File: config.mk
export PLATFORM = sky130hd
export DESIGN_NAME = mgmt_xport_ctl_flat
export DESIGN_NICKNAME = d
export VERILOG_FILES = /design/src/hw/mgmt_xport_pkg.sv /design/src/hw/mgmt_link_if.sv /design/src/hw/mgmt_xport_ctl.sv /design/src/flat_wrapper.sv
export SDC_FILE = /design/constraint.sdc
export NUM_CORES = 2
export LEC_CHECK = 0
export BUFFER_PORTS_ARGS = -buffer_cell sky130_fd_sc_hd__clkbuf_2
export CAP_MARGIN = 0
export CORE_MARGIN = 2
export CORE_UTILIZATION = 45
export CTS_CLUSTER_DIAMETER = 80
export CTS_CLUSTER_SIZE = 30
export DETAILED_ROUTE_END_ITERATION = 6
export RECOVER_POWER = 50
export SLEW_MARGIN = 10
export SYNTH_ARGS = -nofsm -noshare
export SYNTH_HDL_FRONTEND = slang
export SYNTH_SLANG_ARGS = --single-unit
File: constraint.sdc
create_clock -name clk_i -period 5.91 [get_ports clk_i]
set_input_delay 1.182 -clock clk_i [delete_from_list [all_inputs] [get_ports clk_i]]
set_output_delay 1.182 -clock clk_i [all_outputs]
set_load 0.01 [all_outputs]
File: src/hw/mgmt_xport_pkg.sv
// Constants shared by both ends of the management message transport.
// Assumes both ends run on one common clock and exchange bytes one per cycle.
package mgmt_xport_pkg;
	// ==========================================================
	// Frame layout, counted from the OAM code byte.
	localparam logic [7:0] CODE_ORG_SPECIFIC = 8'hFE;
	// Organization identifier: value is arbitrary.
	localparam logic [23:0] ORG_ID = 24'h5A3C11;
	localparam logic [7:0] TL_VERSION = 8'h01;
	localparam logic [7:0] TYPE_PDU = 8'h00;
	localparam logic [7:0] TYPE_ACK = 8'h01;
	localparam logic [7:0] MSG_VERSION = 8'h01;
	localparam logic [7:0] RESERVED_BYTE = 8'h00;
	localparam logic [8:0] POS_CODE = 9'h000;
	localparam logic [8:0] POS_OUI0 = 9'h001;
	localparam logic [8:0] POS_OUI1 = 9'h002;
	localparam logic [8:0] POS_OUI2 = 9'h003;
	localparam logic [8:0] POS_VER = 9'h004;
	localparam logic [8:0] POS_TYPE = 9'h005;
	localparam logic [8:0] POS_SEQ_HI = 9'h006;
	localparam logic [8:0] POS_SEQ_LO = 9'h007;
	localparam logic [8:0] POS_TOT_HI = 9'h008;
	localparam logic [8:0] POS_TOT_LO = 9'h009;
	localparam logic [8:0] POS_LEN = 9'h00A;
	localparam logic [8:0] POS_PAY = 9'h00B;
	// ==========================================================
	// First-fragment inner header and fragment sizes.
	localparam logic [7:0] INNER_HDR_LEN = 8'h06;
	localparam logic [7:0] IH_VER = 8'h00;
	localparam logic [7:0] IH_RSV = 8'h01;
	localparam logic [7:0] IH_ID_HI = 8'h02;
	localparam logic [7:0] IH_ID_LO = 8'h03;
	localparam logic [7:0] IH_OP_HI = 8'h04;
	localparam logic [7:0] IH_OP_LO = 8'h05;
	localparam logic [7:0] FIRST_DATA_MAX = 8'h0A;
	localparam logic [7:0] FRAG_DATA_MAX = 8'h10;
	localparam int BUF_DEPTH = 256;
	// ==========================================================
	// Response codes.
	localparam logic [7:0] RC_VALID = 8'h00;
	localparam logic [7:0] RC_BAD_VERSION = 8'h01;
	localparam logic [7:0] RC_OUT_OF_SEQ = 8'h02;
	localparam logic [7:0] RC_TOO_MANY = 8'h03;
	// ==========================================================
	// Retransmission.
	localparam logic [1:0] MAX_RETRIES = 2'h3;
	localparam int CLK_MHZ = 100;
	localparam int ACK_TIMEOUT_NS = 10000;
	localparam int ACK_TIMEOUT_CYC = ACK_TIMEOUT_NS * CLK_MHZ / 1000;
	// ==========================================================
	// Controller registers on APB.
	localparam logic [7:0] REG_CTRL = 8'h00;
	localparam logic [7:0] REG_MSG_ID = 8'h04;
	localparam logic [7:0] REG_OPCODE = 8'h08;
	localparam logic [7:0] REG_MSG_LEN = 8'h0C;
	localparam logic [7:0] REG_DATA = 8'h10;
	localparam logic [7:0] REG_STATUS = 8'h14;
	localparam int CTRL_START = 0;
	localparam int CTRL_CLR_PTR = 1;
	localparam int ST_BUSY = 0;
	localparam int ST_DONE = 1;
	localparam int ST_LOST = 2;
	localparam int ST_RETRY_LSB = 4;
endpackage

File: src/hw/mgmt_link_if.sv
// Byte-stream link between the sending controller end and the device end.
// Assumes both ends share one clock; one byte moves per valid cycle.
`timescale 1ns/10ps
interface mgmt_link_if;
	logic [7:0] c2d_data;
	logic c2d_valid;
	logic c2d_last;
	logic [7:0] d2c_data;
	logic d2c_valid;
	logic d2c_last;
	modport dev (
		input c2d_data, c2d_valid, c2d_last,
		output d2c_data, d2c_valid, d2c_last
	);
	modport ctl (
		output c2d_data, c2d_valid, c2d_last,
		input d2c_data, d2c_valid, d2c_last
	);
endinterface

File: src/hw/mgmt_xport_ctl.sv
// Controller end: fragments a message and sends it stop-and-wait.
// Assumes an APB master writes the message and reads status.
`timescale 1ns/10ps
module mgmt_xport_ctl (
	// Clock and reset.
	input wire logic clk_i,
	input wire logic rst_n_i,
	// APB slave.
	input wire logic psel_i,
	input wire logic penable_i,
	input wire logic pwrite_i,
	input wire logic [7:0] paddr_i,
	input wire logic [31:0] pwdata_i,
	output logic [31:0] prdata_o,
	output logic pready_o,
	output logic pslverr_o,
	// Link.
	mgmt_link_if.ctl link,
	// Status.
	output logic chan_lost_o
);
	typedef enum logic [1:0] {S_IDLE, S_SEND, S_WAIT} tx_state_t;
	tx_state_t state_reg;
	logic [15:0] msg_id_reg;
	logic [15:0] opcode_reg;
	logic [7:0] msg_len_reg;
	logic [7:0] wr_ptr_reg;
	logic [7:0] buf_mem [mgmt_xport_pkg::BUF_DEPTH];
	logic done_reg;
	logic [1:0] retry_reg;
	logic [15:0] seq_reg;
	logic [15:0] tot_reg;
	logic [7:0] base_reg;
	logic [8:0] tx_idx_reg;
	logic [8:0] rx_idx_reg;
	logic [15:0] timer_reg;
	logic wr_acc;
	logic start_cmd;
	logic first;
	logic [7:0] remaining;
	logic [7:0] cap;
	logic [7:0] data_cnt;
	logic [7:0] flen;
	logic [7:0] k;
	logic [7:0] tx_byte;
	logic [15:0] tot_calc;
	logic frame_end;

	assign wr_acc = psel_i && penable_i && pwrite_i;
	assign start_cmd = wr_acc && paddr_i == mgmt_xport_pkg::REG_CTRL &&
		pwdata_i[mgmt_xport_pkg::CTRL_START] && state_reg == S_IDLE;
	assign first = seq_reg == 16'h0000;
	assign remaining = msg_len_reg - base_reg;
	assign cap = first ? mgmt_xport_pkg::FIRST_DATA_MAX :
		mgmt_xport_pkg::FRAG_DATA_MAX;
	assign data_cnt = remaining < cap ? remaining : cap;
	assign flen = data_cnt + (first ? mgmt_xport_pkg::INNER_HDR_LEN : 8'h00);
	assign k = tx_idx_reg[7:0] - mgmt_xport_pkg::POS_PAY[7:0];
	assign frame_end = tx_idx_reg ==
		mgmt_xport_pkg::POS_PAY + {1'b0, flen} - 9'h001;
	assign tot_calc = msg_len_reg <= mgmt_xport_pkg::FIRST_DATA_MAX ?
		16'h0001 : 16'h0001 + (({8'h00, msg_len_reg} -
		{8'h00, mgmt_xport_pkg::FIRST_DATA_MAX} +
		{8'h00, mgmt_xport_pkg::FRAG_DATA_MAX} - 16'h0001) /
		{8'h00, mgmt_xport_pkg::FRAG_DATA_MAX});

	// ==========================================================
	// APB registers.
	always_ff @(posedge clk_i or negedge rst_n_i) begin
		if (!rst_n_i) begin
			pready_o <= 1'b0;
			prdata_o <= 32'h00000000;
			pslverr_o <= 1'b0;
			msg_id_reg <= 16'h0000;
			opcode_reg <= 16'h0000;
			msg_len_reg <= 8'h00;
			wr_ptr_reg <= 8'h00;
		end else begin
			pready_o <= 1'b1;
			if (psel_i && !penable_i) begin
				prdata_o <= 32'h00000000;
				pslverr_o <= 1'b0;
				if (paddr_i == mgmt_xport_pkg::REG_CTRL) begin
					prdata_o <= 32'h00000000;
				end else if (paddr_i == mgmt_xport_pkg::REG_MSG_ID) begin
					prdata_o <= {16'h0000, msg_id_reg};
				end else if (paddr_i == mgmt_xport_pkg::REG_OPCODE) begin
					prdata_o <= {16'h0000, opcode_reg};
				end else if (paddr_i == mgmt_xport_pkg::REG_MSG_LEN) begin
					prdata_o <= {24'h000000, msg_len_reg};
				end else if (paddr_i == mgmt_xport_pkg::REG_DATA) begin
					prdata_o <= {24'h000000, wr_ptr_reg};
				end else if (paddr_i == mgmt_xport_pkg::REG_STATUS) begin
					prdata_o[mgmt_xport_pkg::ST_BUSY] <= state_reg != S_IDLE;
					prdata_o[mgmt_xport_pkg::ST_DONE] <= done_reg;
					prdata_o[mgmt_xport_pkg::ST_LOST] <= chan_lost_o;
					prdata_o[mgmt_xport_pkg::ST_RETRY_LSB +: 2] <= retry_reg;
				end else begin
					pslverr_o <= 1'b1;
				end
			end
			if (wr_acc && !pslverr_o) begin
				if (paddr_i == mgmt_xport_pkg::REG_CTRL &&
					pwdata_i[mgmt_xport_pkg::CTRL_CLR_PTR]) begin
					wr_ptr_reg <= 8'h00;
				end else if (paddr_i == mgmt_xport_pkg::REG_MSG_ID) begin
					msg_id_reg <= pwdata_i[15:0];
				end else if (paddr_i == mgmt_xport_pkg::REG_OPCODE) begin
					opcode_reg <= pwdata_i[15:0];
				end else if (paddr_i == mgmt_xport_pkg::REG_MSG_LEN) begin
					msg_len_reg <= pwdata_i[7:0];
				end else if (paddr_i == mgmt_xport_pkg::REG_DATA) begin
					wr_ptr_reg <= wr_ptr_reg + 8'h01;
				end
			end
		end
	end

	always_ff @(posedge clk_i) begin
		if (wr_acc && !pslverr_o && paddr_i == mgmt_xport_pkg::REG_DATA) begin
			buf_mem[wr_ptr_reg] <= pwdata_i[7:0];
		end
	end

	// ==========================================================
	// Frame byte selection.
	always_comb begin
		tx_byte = buf_mem[8'(base_reg + k -
			(first ? mgmt_xport_pkg::INNER_HDR_LEN : 8'h00))];
		if (tx_idx_reg == mgmt_xport_pkg::POS_CODE) begin
			tx_byte = mgmt_xport_pkg::CODE_ORG_SPECIFIC;
		end else if (tx_idx_reg == mgmt_xport_pkg::POS_OUI0) begin
			tx_byte = mgmt_xport_pkg::ORG_ID[23:16];
		end else if (tx_idx_reg == mgmt_xport_pkg::POS_OUI1) begin
			tx_byte = mgmt_xport_pkg::ORG_ID[15:8];
		end else if (tx_idx_reg == mgmt_xport_pkg::POS_OUI2) begin
			tx_byte = mgmt_xport_pkg::ORG_ID[7:0];
		end else if (tx_idx_reg == mgmt_xport_pkg::POS_VER) begin
			tx_byte = mgmt_xport_pkg::TL_VERSION;
		end else if (tx_idx_reg == mgmt_xport_pkg::POS_TYPE) begin
			tx_byte = mgmt_xport_pkg::TYPE_PDU;
		end else if (tx_idx_reg == mgmt_xport_pkg::POS_SEQ_HI) begin
			tx_byte = seq_reg[15:8];
		end else if (tx_idx_reg == mgmt_xport_pkg::POS_SEQ_LO) begin
			tx_byte = seq_reg[7:0];
		end else if (tx_idx_reg == mgmt_xport_pkg::POS_TOT_HI) begin
			tx_byte = tot_reg[15:8];
		end else if (tx_idx_reg == mgmt_xport_pkg::POS_TOT_LO) begin
			tx_byte = tot_reg[7:0];
		end else if (tx_idx_reg == mgmt_xport_pkg::POS_LEN) begin
			tx_byte = flen;
		end else if (first && k < mgmt_xport_pkg::INNER_HDR_LEN) begin
			case (k)
				mgmt_xport_pkg::IH_VER: tx_byte = mgmt_xport_pkg::MSG_VERSION;
				mgmt_xport_pkg::IH_RSV: tx_byte = mgmt_xport_pkg::RESERVED_BYTE;
				mgmt_xport_pkg::IH_ID_HI: tx_byte = msg_id_reg[15:8];
				mgmt_xport_pkg::IH_ID_LO: tx_byte = msg_id_reg[7:0];
				mgmt_xport_pkg::IH_OP_HI: tx_byte = opcode_reg[15:8];
				default: tx_byte = opcode_reg[7:0];
			endcase
		end
	end

	// ==========================================================
	// Stop-and-wait sender.
	logic ack_last;
	logic ack_hit;
	logic [7:0] ack_type_reg;
	logic [15:0] ack_seq_reg;
	logic ack_ok_reg;

	assign ack_last = link.d2c_valid && link.d2c_last;
	assign ack_hit = ack_last && ack_ok_reg &&
		ack_type_reg == mgmt_xport_pkg::TYPE_ACK && ack_seq_reg == seq_reg;

	always_ff @(posedge clk_i or negedge rst_n_i) begin
		if (!rst_n_i) begin
			rx_idx_reg <= 9'h000;
			ack_ok_reg <= 1'b0;
			ack_type_reg <= 8'h00;
			ack_seq_reg <= 16'h0000;
		end else if (link.d2c_valid) begin
			rx_idx_reg <= link.d2c_last ? 9'h000 : rx_idx_reg + 9'h001;
			if (rx_idx_reg == mgmt_xport_pkg::POS_CODE) begin
				ack_ok_reg <= link.d2c_data == mgmt_xport_pkg::CODE_ORG_SPECIFIC;
			end else if (rx_idx_reg == mgmt_xport_pkg::POS_TYPE) begin
				ack_type_reg <= link.d2c_data;
			end else if (rx_idx_reg == mgmt_xport_pkg::POS_SEQ_HI) begin
				ack_seq_reg[15:8] <= link.d2c_data;
			end else if (rx_idx_reg == mgmt_xport_pkg::POS_SEQ_LO) begin
				ack_seq_reg[7:0] <= link.d2c_data;
			end else if (rx_idx_reg < mgmt_xport_pkg::POS_PAY) begin
				ack_ok_reg <= ack_ok_reg;
			end else if (rx_idx_reg > mgmt_xport_pkg::POS_PAY) begin
				ack_ok_reg <= 1'b0;
			end
		end
	end

	always_ff @(posedge clk_i or negedge rst_n_i) begin
		if (!rst_n_i) begin
			state_reg <= S_IDLE;
			seq_reg <= 16'h0000;
			tot_reg <= 16'h0000;
			base_reg <= 8'h00;
			tx_idx_reg <= 9'h000;
			timer_reg <= 16'h0000;
			retry_reg <= 2'h0;
			done_reg <= 1'b0;
			chan_lost_o <= 1'b0;
			link.c2d_data <= 8'h00;
			link.c2d_valid <= 1'b0;
			link.c2d_last <= 1'b0;
		end else begin
			link.c2d_valid <= 1'b0;
			link.c2d_last <= 1'b0;
			case (state_reg)
				S_IDLE: begin
					if (start_cmd) begin
						state_reg <= S_SEND;
						seq_reg <= 16'h0000;
						tot_reg <= tot_calc;
						base_reg <= 8'h00;
						tx_idx_reg <= 9'h000;
						retry_reg <= 2'h0;
						done_reg <= 1'b0;
						chan_lost_o <= 1'b0;
					end
				end
				S_SEND: begin
					link.c2d_valid <= 1'b1;
					link.c2d_data <= tx_byte;
					link.c2d_last <= frame_end;
					tx_idx_reg <= tx_idx_reg + 9'h001;
					if (frame_end) begin
						state_reg <= S_WAIT;
						timer_reg <= 16'h0000;
					end
				end
				default: begin
					timer_reg <= timer_reg + 16'h0001;
					tx_idx_reg <= 9'h000;
					if (ack_hit && link.d2c_data == mgmt_xport_pkg::RC_VALID &&
						rx_idx_reg == mgmt_xport_pkg::POS_PAY) begin
						retry_reg <= 2'h0;
						if (seq_reg + 16'h0001 == tot_reg) begin
							state_reg <= S_IDLE;
							done_reg <= 1'b1;
						end else begin
							state_reg <= S_SEND;
							seq_reg <= seq_reg + 16'h0001;
							base_reg <= base_reg + data_cnt;
						end
					end else if (ack_hit ||
						timer_reg == 16'(mgmt_xport_pkg::ACK_TIMEOUT_CYC - 1)) begin
						if (retry_reg == mgmt_xport_pkg::MAX_RETRIES) begin
							state_reg <= S_IDLE;
							chan_lost_o <= 1'b1;
						end else begin
							state_reg <= S_SEND;
							retry_reg <= retry_reg + 2'h1;
						end
					end
				end
			endcase
		end
	end
endmodule

File: src/flat_wrapper.sv
// flat-port wrapper written by rule: the top's interface ports become plain ports
module mgmt_xport_ctl_flat 
  (clk_i, rst_n_i, psel_i, penable_i, pwrite_i, paddr_i, pwdata_i, prdata_o, pready_o, pslverr_o, chan_lost_o, link_c2d_data, link_c2d_valid, link_c2d_last, link_d2c_data, link_d2c_valid, link_d2c_last);
  mgmt_link_if link_i ();
  input wire logic clk_i;
  input wire logic rst_n_i;
  input wire logic psel_i;
  input wire logic penable_i;
  input wire logic pwrite_i;
  input wire logic [7:0] paddr_i;
  input wire logic [31:0] pwdata_i;
  output logic [31:0] prdata_o;
  output logic pready_o;
  output logic pslverr_o;
  output logic chan_lost_o;
  output wire logic [$bits(link_i.c2d_data)-1:0] link_c2d_data;
  output wire logic [$bits(link_i.c2d_valid)-1:0] link_c2d_valid;
  output wire logic [$bits(link_i.c2d_last)-1:0] link_c2d_last;
  input wire logic [$bits(link_i.d2c_data)-1:0] link_d2c_data;
  input wire logic [$bits(link_i.d2c_valid)-1:0] link_d2c_valid;
  input wire logic [$bits(link_i.d2c_last)-1:0] link_d2c_last;
  assign link_c2d_data = link_i.c2d_data;
  assign link_c2d_valid = link_i.c2d_valid;
  assign link_c2d_last = link_i.c2d_last;
  assign link_i.d2c_data = link_d2c_data;
  assign link_i.d2c_valid = link_d2c_valid;
  assign link_i.d2c_last = link_d2c_last;
  mgmt_xport_ctl u_core (.clk_i(clk_i), .rst_n_i(rst_n_i), .psel_i(psel_i), .penable_i(penable_i), .pwrite_i(pwrite_i), .paddr_i(paddr_i), .pwdata_i(pwdata_i), .prdata_o(prdata_o), .pready_o(pready_o), .pslverr_o(pslverr_o), .link(link_i), .chan_lost_o(chan_lost_o));
endmodule
Word level (Yosys, flattened, before mapping)
Memory sizes are Yosys's and may differ from the RTL's. Index checks and enable logic that the tools add are counted.

Register bits after elaboration: 197. Bits in writable memories: 2048. Bits of input ports: 55. Output and inout bits: 45. Logic and storage cells: 230. Memories kept: 1.

Memory list: u_core.buf_mem (depth 256, bits a word 8, rd ports 1, clocked after Yosys merged registers in 0, write ports 1, line mgmt_xport_ctl.sv:28) `logic [7:0] buf_mem [mgmt_xport_pkg::BUF_DEPTH];`.

Add/subtract/negate cells: 18. $lt $le $gt $ge: 5. Equality and inequality tests: 43. Multiplexer cells: 81. Bitwise operators: 8. Reductions and logical operators: 50.

Operators by type and width (number): $mux W8 (21); $mux W32 (4); $mux W16 (5); $pmux W16 S2 (2); $eq A9 B3 Y1 const B (7); $pmux W8 S5 (1); $eq A9 B4 Y1 const B (4); $add A16 B1 Y16 const B (2); $eq A16 B16 Y1 (2); $mux W1 (25); $logic_not A8 Y1 (3); $mux W2 (11); $reduce_and A4 Y1 (5); $reduce_and A5 Y1 (4); $add A9 B1 Y9 const B (2); $eq A9 B2 Y1 const B (2); $logic_not A9 Y1 (2); $mux W9 (2); $pmux W9 S2 (1); $add A16 B5 Y16 const B (1); $add A8 B8 Y8 (2); $eq A16 B10 Y1 const B (1); $eq A8 B1 Y1 const B (2); $eq A8 B2 Y1 const B (2); other kinds (43) (92).

Logic depth before layout (Yosys ltp)
Depth after elaboration: 16. Depth in mapped cells: 29. Gate-level depth less buffers: 26.

Least setup slack after synthesis
No wires, ideal clock.

Path type: reg-to-reg. From: register u_core.base_reg[2]. To: register u_core.timer_reg[15]. Setup time: 0.078 ns. Arrival: 5.952 ns. Data required time: 5.832 ns. Setup slack: -0.119 ns. Stages on the path, launching flop included: 26. Path buffers: 1. Period minus slack after synthesis: 6.029 ns. Path through: dfrtp_1 inv_1 ha_1 and3b_1 or3_1 nand2_1 inv_1 ha_1 or2_2 a2111oi_4 o22a_4 nand3_4 buf_6 o31ai_1 ha_1 ha_1 ha_1 xnor2_1 nand4_1 or2_2 o31ai_4 nand3_1 o211ai_1 a31oi_1 or4_1 a21oi_1.

Longest elaborated chain between the ends: 9.

Ends and longest elaborated chain: start: declaration (line mgmt_xport_ctl.sv:33) `logic [7:0] base_reg;`; start signal: assignment (line mgmt_xport_ctl.sv:252) `base_reg <= base_reg + data_cnt;`; $sub A8 B8 Y8 (*) (line mgmt_xport_ctl.sv:53) `assign remaining = msg_len_reg - base_reg;`; $lt A8 B8 Y1 (line mgmt_xport_ctl.sv:56) `assign data_cnt = remaining < cap ? remaining : cap;`; $mux W8 (*) (line mgmt_xport_ctl.sv:56); $add A8 B3 Y8 (*) (line mgmt_xport_ctl.sv:57) `assign flen = data_cnt + (first ? mgmt_xport_pkg::INNER_HDR_LEN : 8'h00);`; $add A4 B8 Y9 (*) (line mgmt_xport_ctl.sv:60) `mgmt_xport_pkg::POS_PAY + {1'b0, flen} - 9'h001;`; $sub A9 B1 Y9 (*) (line mgmt_xport_ctl.sv:60); $eq A9 B9 Y1 (*) (line mgmt_xport_ctl.sv:59) `assign frame_end = tx_idx_reg ==`; $ne A2 B1 Y1 (no source line) (*); $reduce_and A2 Y1 (no source line) (*); end signal: assignment (line mgmt_xport_ctl.sv:241) `timer_reg <= timer_reg + 16'h0001;`; end: declaration (line mgmt_xport_ctl.sv:36) `logic [15:0] timer_reg;`.

Mark *: on every way between the ends. The rest lies on a longest branch, timed or not. A chain may end at the register's enable or synchronous reset.

Final worst setup path
From: register u_core.seq_reg[0]. To: register u_core.link.c2d_data[1].

Longest elaborated chain between the ends: 16. Elaborated cells on any way between the ends: 21. Those cells by class: add/sub (2); order compare (1); mux (15); reduce/logical (2); memory (1).

Ends and longest elaborated chain: start: declaration (line mgmt_xport_ctl.sv:31) `logic [15:0] seq_reg;`; start signal: assignment (line mgmt_xport_ctl.sv:251) `seq_reg <= seq_reg + 16'h0001;`; $logic_not A16 Y1 (*) (line mgmt_xport_ctl.sv:52) `assign first = seq_reg == 16'h0000;`; $mux W3 / $mux W5 (equally long branches) (line mgmt_xport_ctl.sv:57, mgmt_xport_ctl.sv:129, mgmt_xport_ctl.sv:54); $sub A8 B8 Y8 / $lt A8 B8 Y1 (equally long branches) (line mgmt_xport_ctl.sv:128, mgmt_xport_ctl.sv:56); $mem_v2 Z256 W8 / $mux W8 (equally long branches); $mux W8 / $add A8 B3 Y8 (equally long branches) (line mgmt_xport_ctl.sv:152, mgmt_xport_ctl.sv:57); $mux W8 (*) (line mgmt_xport_ctl.sv:150) `end else if (tx_idx_reg == mgmt_xport_pkg::POS_LEN) begin`; $mux W8 (*) (line mgmt_xport_ctl.sv:148) `end else if (tx_idx_reg == mgmt_xport_pkg::POS_TOT_LO) begin`; $mux W8 (*) (line mgmt_xport_ctl.sv:146) `end else if (tx_idx_reg == mgmt_xport_pkg::POS_TOT_HI) begin`; $mux W8 (*) (line mgmt_xport_ctl.sv:144) `end else if (tx_idx_reg == mgmt_xport_pkg::POS_SEQ_LO) begin`; $mux W8 (*) (line mgmt_xport_ctl.sv:142) `end else if (tx_idx_reg == mgmt_xport_pkg::POS_SEQ_HI) begin`; $mux W8 (*) (line mgmt_xport_ctl.sv:140) `end else if (tx_idx_reg == mgmt_xport_pkg::POS_TYPE) begin`; $mux W8 (*) (line mgmt_xport_ctl.sv:138) `end else if (tx_idx_reg == mgmt_xport_pkg::POS_VER) begin`; $mux W8 (*) (line mgmt_xport_ctl.sv:136) `end else if (tx_idx_reg == mgmt_xport_pkg::POS_OUI2) begin`; $mux W8 (*) (line mgmt_xport_ctl.sv:134) `end else if (tx_idx_reg == mgmt_xport_pkg::POS_OUI1) begin`; $mux W8 (*) (line mgmt_xport_ctl.sv:132) `end else if (tx_idx_reg == mgmt_xport_pkg::POS_OUI0) begin`; $mux W8 (*) (line mgmt_xport_ctl.sv:130) `if (tx_idx_reg == mgmt_xport_pkg::POS_CODE) begin`; end signal: assignment (line mgmt_xport_ctl.sv:232) `link.c2d_data <= tx_byte;`; end: declaration (line mgmt_link_if.sv:16) `output c2d_data, c2d_valid, c2d_last,`.

Marked as above.

==> metrics.md <==
| Metric | Value |
|---|---|
| Global placement routability congestion | `0.851` |
| Top-level I/O count | `100` |
| Avg Cell Area, Syn | `19.5 µm²` |
| Worst R2R Path Depth | `18` |
| Total length of routed wires | `221 mm` |
| Fraction of layout instances using a drive strength above 1 | `25.4%` |
| Post-synthesis instance area | `91100 µm²` |
| Part of the Yosys area used for sequential elements | `72.4%` |
| Final Non-Filler Cells | `7570` |
| Arrival time worst endpoint | `6.46 ns` |
| Number of antenna-violating nets in the routed design | `0` |
| Power per Cell Area | `278 nW/µm²` |
| Worst Min Path Start | `u_core.prdata_o[3]$_DFFE_PN0P_` |
| Setup Viol. Count Final | `0` |
| Number of enable-type register cells in the synthesized netlist | `2048` |
| Maximum number of pins on one net before global-route repair | `155` |
| RR Endpoint | `u_core.link.c2d_data[1]$_DFFE_PN0P_` |
| Via count of the first global-routing pass | `45126` |
| Initial Utilization | `45.1%` |
| Die Footprint | `206000 µm²` |
| Setup clock skew after layout | `0.0454 ns` |
| Synth cell types | `93` |
| Min-delay worst type | `register to register` |
| Endpoint of the worst hold path | `u_core.prdata_o[3]$_DFFE_PN0P_` |
| 1st-iter DRT viols | `5237` |
| Violations in the final reports | `capacitance limit, slew limit` |
| Port-buffer cells | `67` |
| Most used flip-flop cell after synthesis | `sky130_fd_sc_hd__edfxtp_1` |
| Global-route wire length before repair | `322 mm` |
| Peak supply drop | `0.274 mV` |
| Required @ worst endpoint | `6.60 ns` |
| Worst setup slack before clock tree synthesis | `0.120 ns` |
| CTS root buffer | `sky130_fd_sc_hd__clkbuf_16` |
| Worst reg2reg setup slack | `0.14 ns` |
| Clock latency at the later pin of the worst-skew pair | `0.81 ns` |
| Final routed wire length divided by cell count | `29.2 µm` |
| Portion of the clock cycle consumed by the worst path in the final layout | `97.6%` |
| Biggest cell delay along the critical path | `0.60 ns` |
| Measured slew at the worst slew-check pin | `5.35 ns` |
| Total routing resource utilization after global routing | `21.5%` |
| Number of instances in the placed design | `7342` |
| Synthesis Warnings | `0` |
| Sinks on Clock Net | `2226` |
| TritonCTS clock tree | `done` |
| Synthesized instance count | `4662` |
| Relative slew margins | `-257%` |
| Initial antenna violation count | `7` |
| Max clock buf depth | `3` |
| Total CTS buffers | `113` |
| Proportion of register bits with asynchronous set or reset after synthesis | `8.00%` |
| Cell count of the worst hold path | `2` |
| Flip-flop count of the largest register after layout | `2048` |
| Outcome | `complete, but fails checks` |
| #FFs+latches synth | `2226` |
| 1st-pass router iterations | `6` |
| Max_cap viols | `16` |
| # H-tree levels | `3` |
| Maximum clock frequency | `173 MHz` |
| Half-perimeter wire length after detailed placement | `138 mm` |
| Highest-delay cell along the critical path | `sky130_fd_sc_hd__mux2i_1` |
| Overall die height | `454 µm` |
| Number of nets in the final layout | `4904` |
| R2R Path Start | `u_core.seq_reg[0]$_DFFE_PN0P_` |
| Total vias in the final route | `45259` |
| Min Clock Period, post-route | `5.77 ns` |
| Final Max Slew Viols | `1522` |
| Overflow after GRT | `0` |
| Startpoint types | `register` |
| Register with the most flip-flops | `u_core.buf_mem` |
| Number of placement rows | `165` |
| Drt via density | `5.98` |
| CTS Hold Buffers Added | `0` |
| Maximum fanout encountered on the critical timing path | `14` |
| Cells along the critical path | `inv_1 > ha_1 > nor4b_4 > nand4_4 > buf_4 > fa_1 > ha_1 > a21oi_1 > o21bai_1 > a21oi_1 > xor2_4 > buf_4 > mux2i_1 > buf_4 > mux4_2 > mux2i_1 > a21oi_1 > o21ai_0` |
| Die W | `454 µm` |
| Kind of capture point of the worst setup path | `register` |
| Slack of the critical path | `0.142 ns` |
| Core box area | `202000 µm²` |
| Static power due to leakage | `31.9 nW` |
| Count of unresolved DRC violations after routing | `0` |
| Post-synthesis to final-layout area growth | `9.60%` |
| Number of failing hold endpoints at the final stage | `0` |
| Worst Setup Path Type | `register to register` |
| Clock Pin Slew Worst Setup and Hold Paths | `0.08 ns` |
-- timing repair --
item / in CTS / in global routing
setup buffers: 0 / 10
resized for setup: 0 / 15
endpoints found under the setup margin: 0 / 13
-- worst max-delay path, delay by kind of cell, from the launching register on --
kind	cells	cell delay, ns
compound gates	5	1.36
mux	3	1.22
fa+ha+maj	3	1.08
buf+inv	4	0.85
simple gates	2	0.50
flops	1	0.39
xor+xnor	1	0.25
-- cell usage in the layout, fill, tap and decap left out, types with 54 or more instances in the layout --
master,Yosys,routed
sky130_fd_sc_hd__a21oi_1,65,63
sky130_fd_sc_hd__buf_4,18,159
sky130_fd_sc_hd__clkbuf_16,0,115
sky130_fd_sc_hd__clkbuf_2,2,69
sky130_fd_sc_hd__dfrtp_1,178,178
sky130_fd_sc_hd__edfxtp_1,2048,2048
sky130_fd_sc_hd__inv_1,60,58
sky130_fd_sc_hd__mux2_2,69,69
sky130_fd_sc_hd__mux2i_1,54,54
sky130_fd_sc_hd__mux4_2,647,647
sky130_fd_sc_hd__nand2_1,168,166
sky130_fd_sc_hd__nand3_1,80,80
sky130_fd_sc_hd__nor2_1,351,350
sky130_fd_sc_hd__o21ai_0,115,114
-- cells in the mapped netlist (8+ instances only) --
cell / instances / area (µm²)
sky130_fd_sc_hd__or3_1: 14 / 87.6
sky130_fd_sc_hd__a21oi_1: 65 / 325
sky130_fd_sc_hd__o21a_1: 9 / 67.6
sky130_fd_sc_hd__and3_1: 19 / 119
sky130_fd_sc_hd__a31oi_1: 17 / 106
sky130_fd_sc_hd__o21ai_0: 115 / 576
sky130_fd_sc_hd__a211oi_1: 13 / 97.6
sky130_fd_sc_hd__a22oi_1: 17 / 128
sky130_fd_sc_hd__buf_2: 57 / 285
sky130_fd_sc_hd__and2_1: 19 / 119
sky130_fd_sc_hd__mux4_2: 647 / 14600
sky130_fd_sc_hd__a221oi_1: 11 / 96.3
sky130_fd_sc_hd__nand3_1: 80 / 400
sky130_fd_sc_hd__a21o_1: 16 / 120
sky130_fd_sc_hd__nor2b_1: 18 / 113
sky130_fd_sc_hd__o22ai_1: 10 / 62.6
sky130_fd_sc_hd__xor2_1: 37 / 324
sky130_fd_sc_hd__ha_1: 50 / 626
sky130_fd_sc_hd__dfrtp_1: 178 / 4450
sky130_fd_sc_hd__buf_4: 18 / 135
sky130_fd_sc_hd__inv_1: 60 / 225
sky130_fd_sc_hd__clkbuf_1: 161 / 604
sky130_fd_sc_hd__nor4_1: 18 / 113
sky130_fd_sc_hd__nor2_1: 351 / 1320
sky130_fd_sc_hd__xnor2_1: 51 / 447
sky130_fd_sc_hd__mux2i_1: 54 / 541
sky130_fd_sc_hd__buf_1: 35 / 131
sky130_fd_sc_hd__nand2_1: 168 / 631
sky130_fd_sc_hd__o31ai_1: 19 / 143
sky130_fd_sc_hd__mux2_2: 69 / 777
sky130_fd_sc_hd__nand4_1: 33 / 206
sky130_fd_sc_hd__nand2b_1: 8 / 50.1
sky130_fd_sc_hd__nor3_1: 27 / 135
sky130_fd_sc_hd__o211ai_1: 13 / 97.6
sky130_fd_sc_hd__edfxtp_1: 2048 / 61500
-- cell type report --
cell class	instances	area, µm²
inverter	62	233
sequential	2226	66000
clock buffer	122	2900
tap	2672	3340
fill	16252	102000
timing repair buffer	279	2330
multi-input combinational	2114	23900
antenna	3	7.51
clock inverter	92	1130
-- worst max-delay path by stage --
stage	from	end	cells after the start
finish	u_core.seq_reg[0]$_DFFE_PN0P_	u_core.link.c2d_data[1]$_DFFE_PN0P_	18
global route	u_core.base_reg[1]$_DFFE_PN0P_	u_core.timer_reg[12]$_DFFE_PN0P_	25
CTS	u_core.base_reg[2]$_DFFE_PN0P_	u_core.timer_reg[14]$_DFFE_PN0P_	26
detailed placement	u_core.base_reg[1]$_DFFE_PN0P_	u_core.timer_reg[14]$_DFFE_PN0P_	26
global placement	u_core.base_reg[2]$_DFFE_PN0P_	u_core.timer_reg[6]$_DFFE_PN0P_	25
floorplan	u_core.base_reg[2]$_DFFE_PN0P_	u_core.timer_reg[15]$_DFFE_PN0P_	25
-- report_power, final --
group / internal, mW / switching (mW) / leakage (nW) / total, mW
sequential: 17.3 / 0.0577 / 20.8 / 17.3
clock: 4.15 / 5.49 / 1.92 / 9.64
combinational: 0.235 / 0.518 / 9.13 / 0.754
-- through the flow --
step | TNS, ns | util, % | cell area (µm²) | hold WS, ns | total power [mW]
3_5_place_dp | 0 | 47.5 | 95800 | 0.464 | 18.4
3_3_place_gp | 0 | 47.5 | 95800 | 0.463 | 18.4
4_1_cts | 0 | 49.5 | 99800 | 0.413 | 27.9
2_1_floorplan | 0 | - | 91100 | 0.450 | 18.0
6_report | 0 | 49.5 | 99800 | 0.488 | 27.7
5_1_grt | -0.0316 | 49.5 | 99800 | 0.500 | 28.5
-- metal layers --
layer	vias to the layer above	track usage [%]	wire (µm)
met2	1341	35.1	109000
met5	-	0	32
met4	4	4.85	5390
met1	24415	31.0	95500
li1	19236	-	-
met3	263	2.72	11800
-- logic make-up after synthesis --
| family | share of synthesized area (%) |
|---|---|
| and+or+nand+nor | 4.11 |
| xor gates and xnor gates | 0.882 |
| AOI/OAI and AO/OA | 2.74 |
| other | 0.00825 |
| adders and majority gates | 0.797 |
| buffers and inverters | 1.59 |
| muxes | 17.4 |
| DFF | 72.4 |
(Power assumes the default switching activity.)
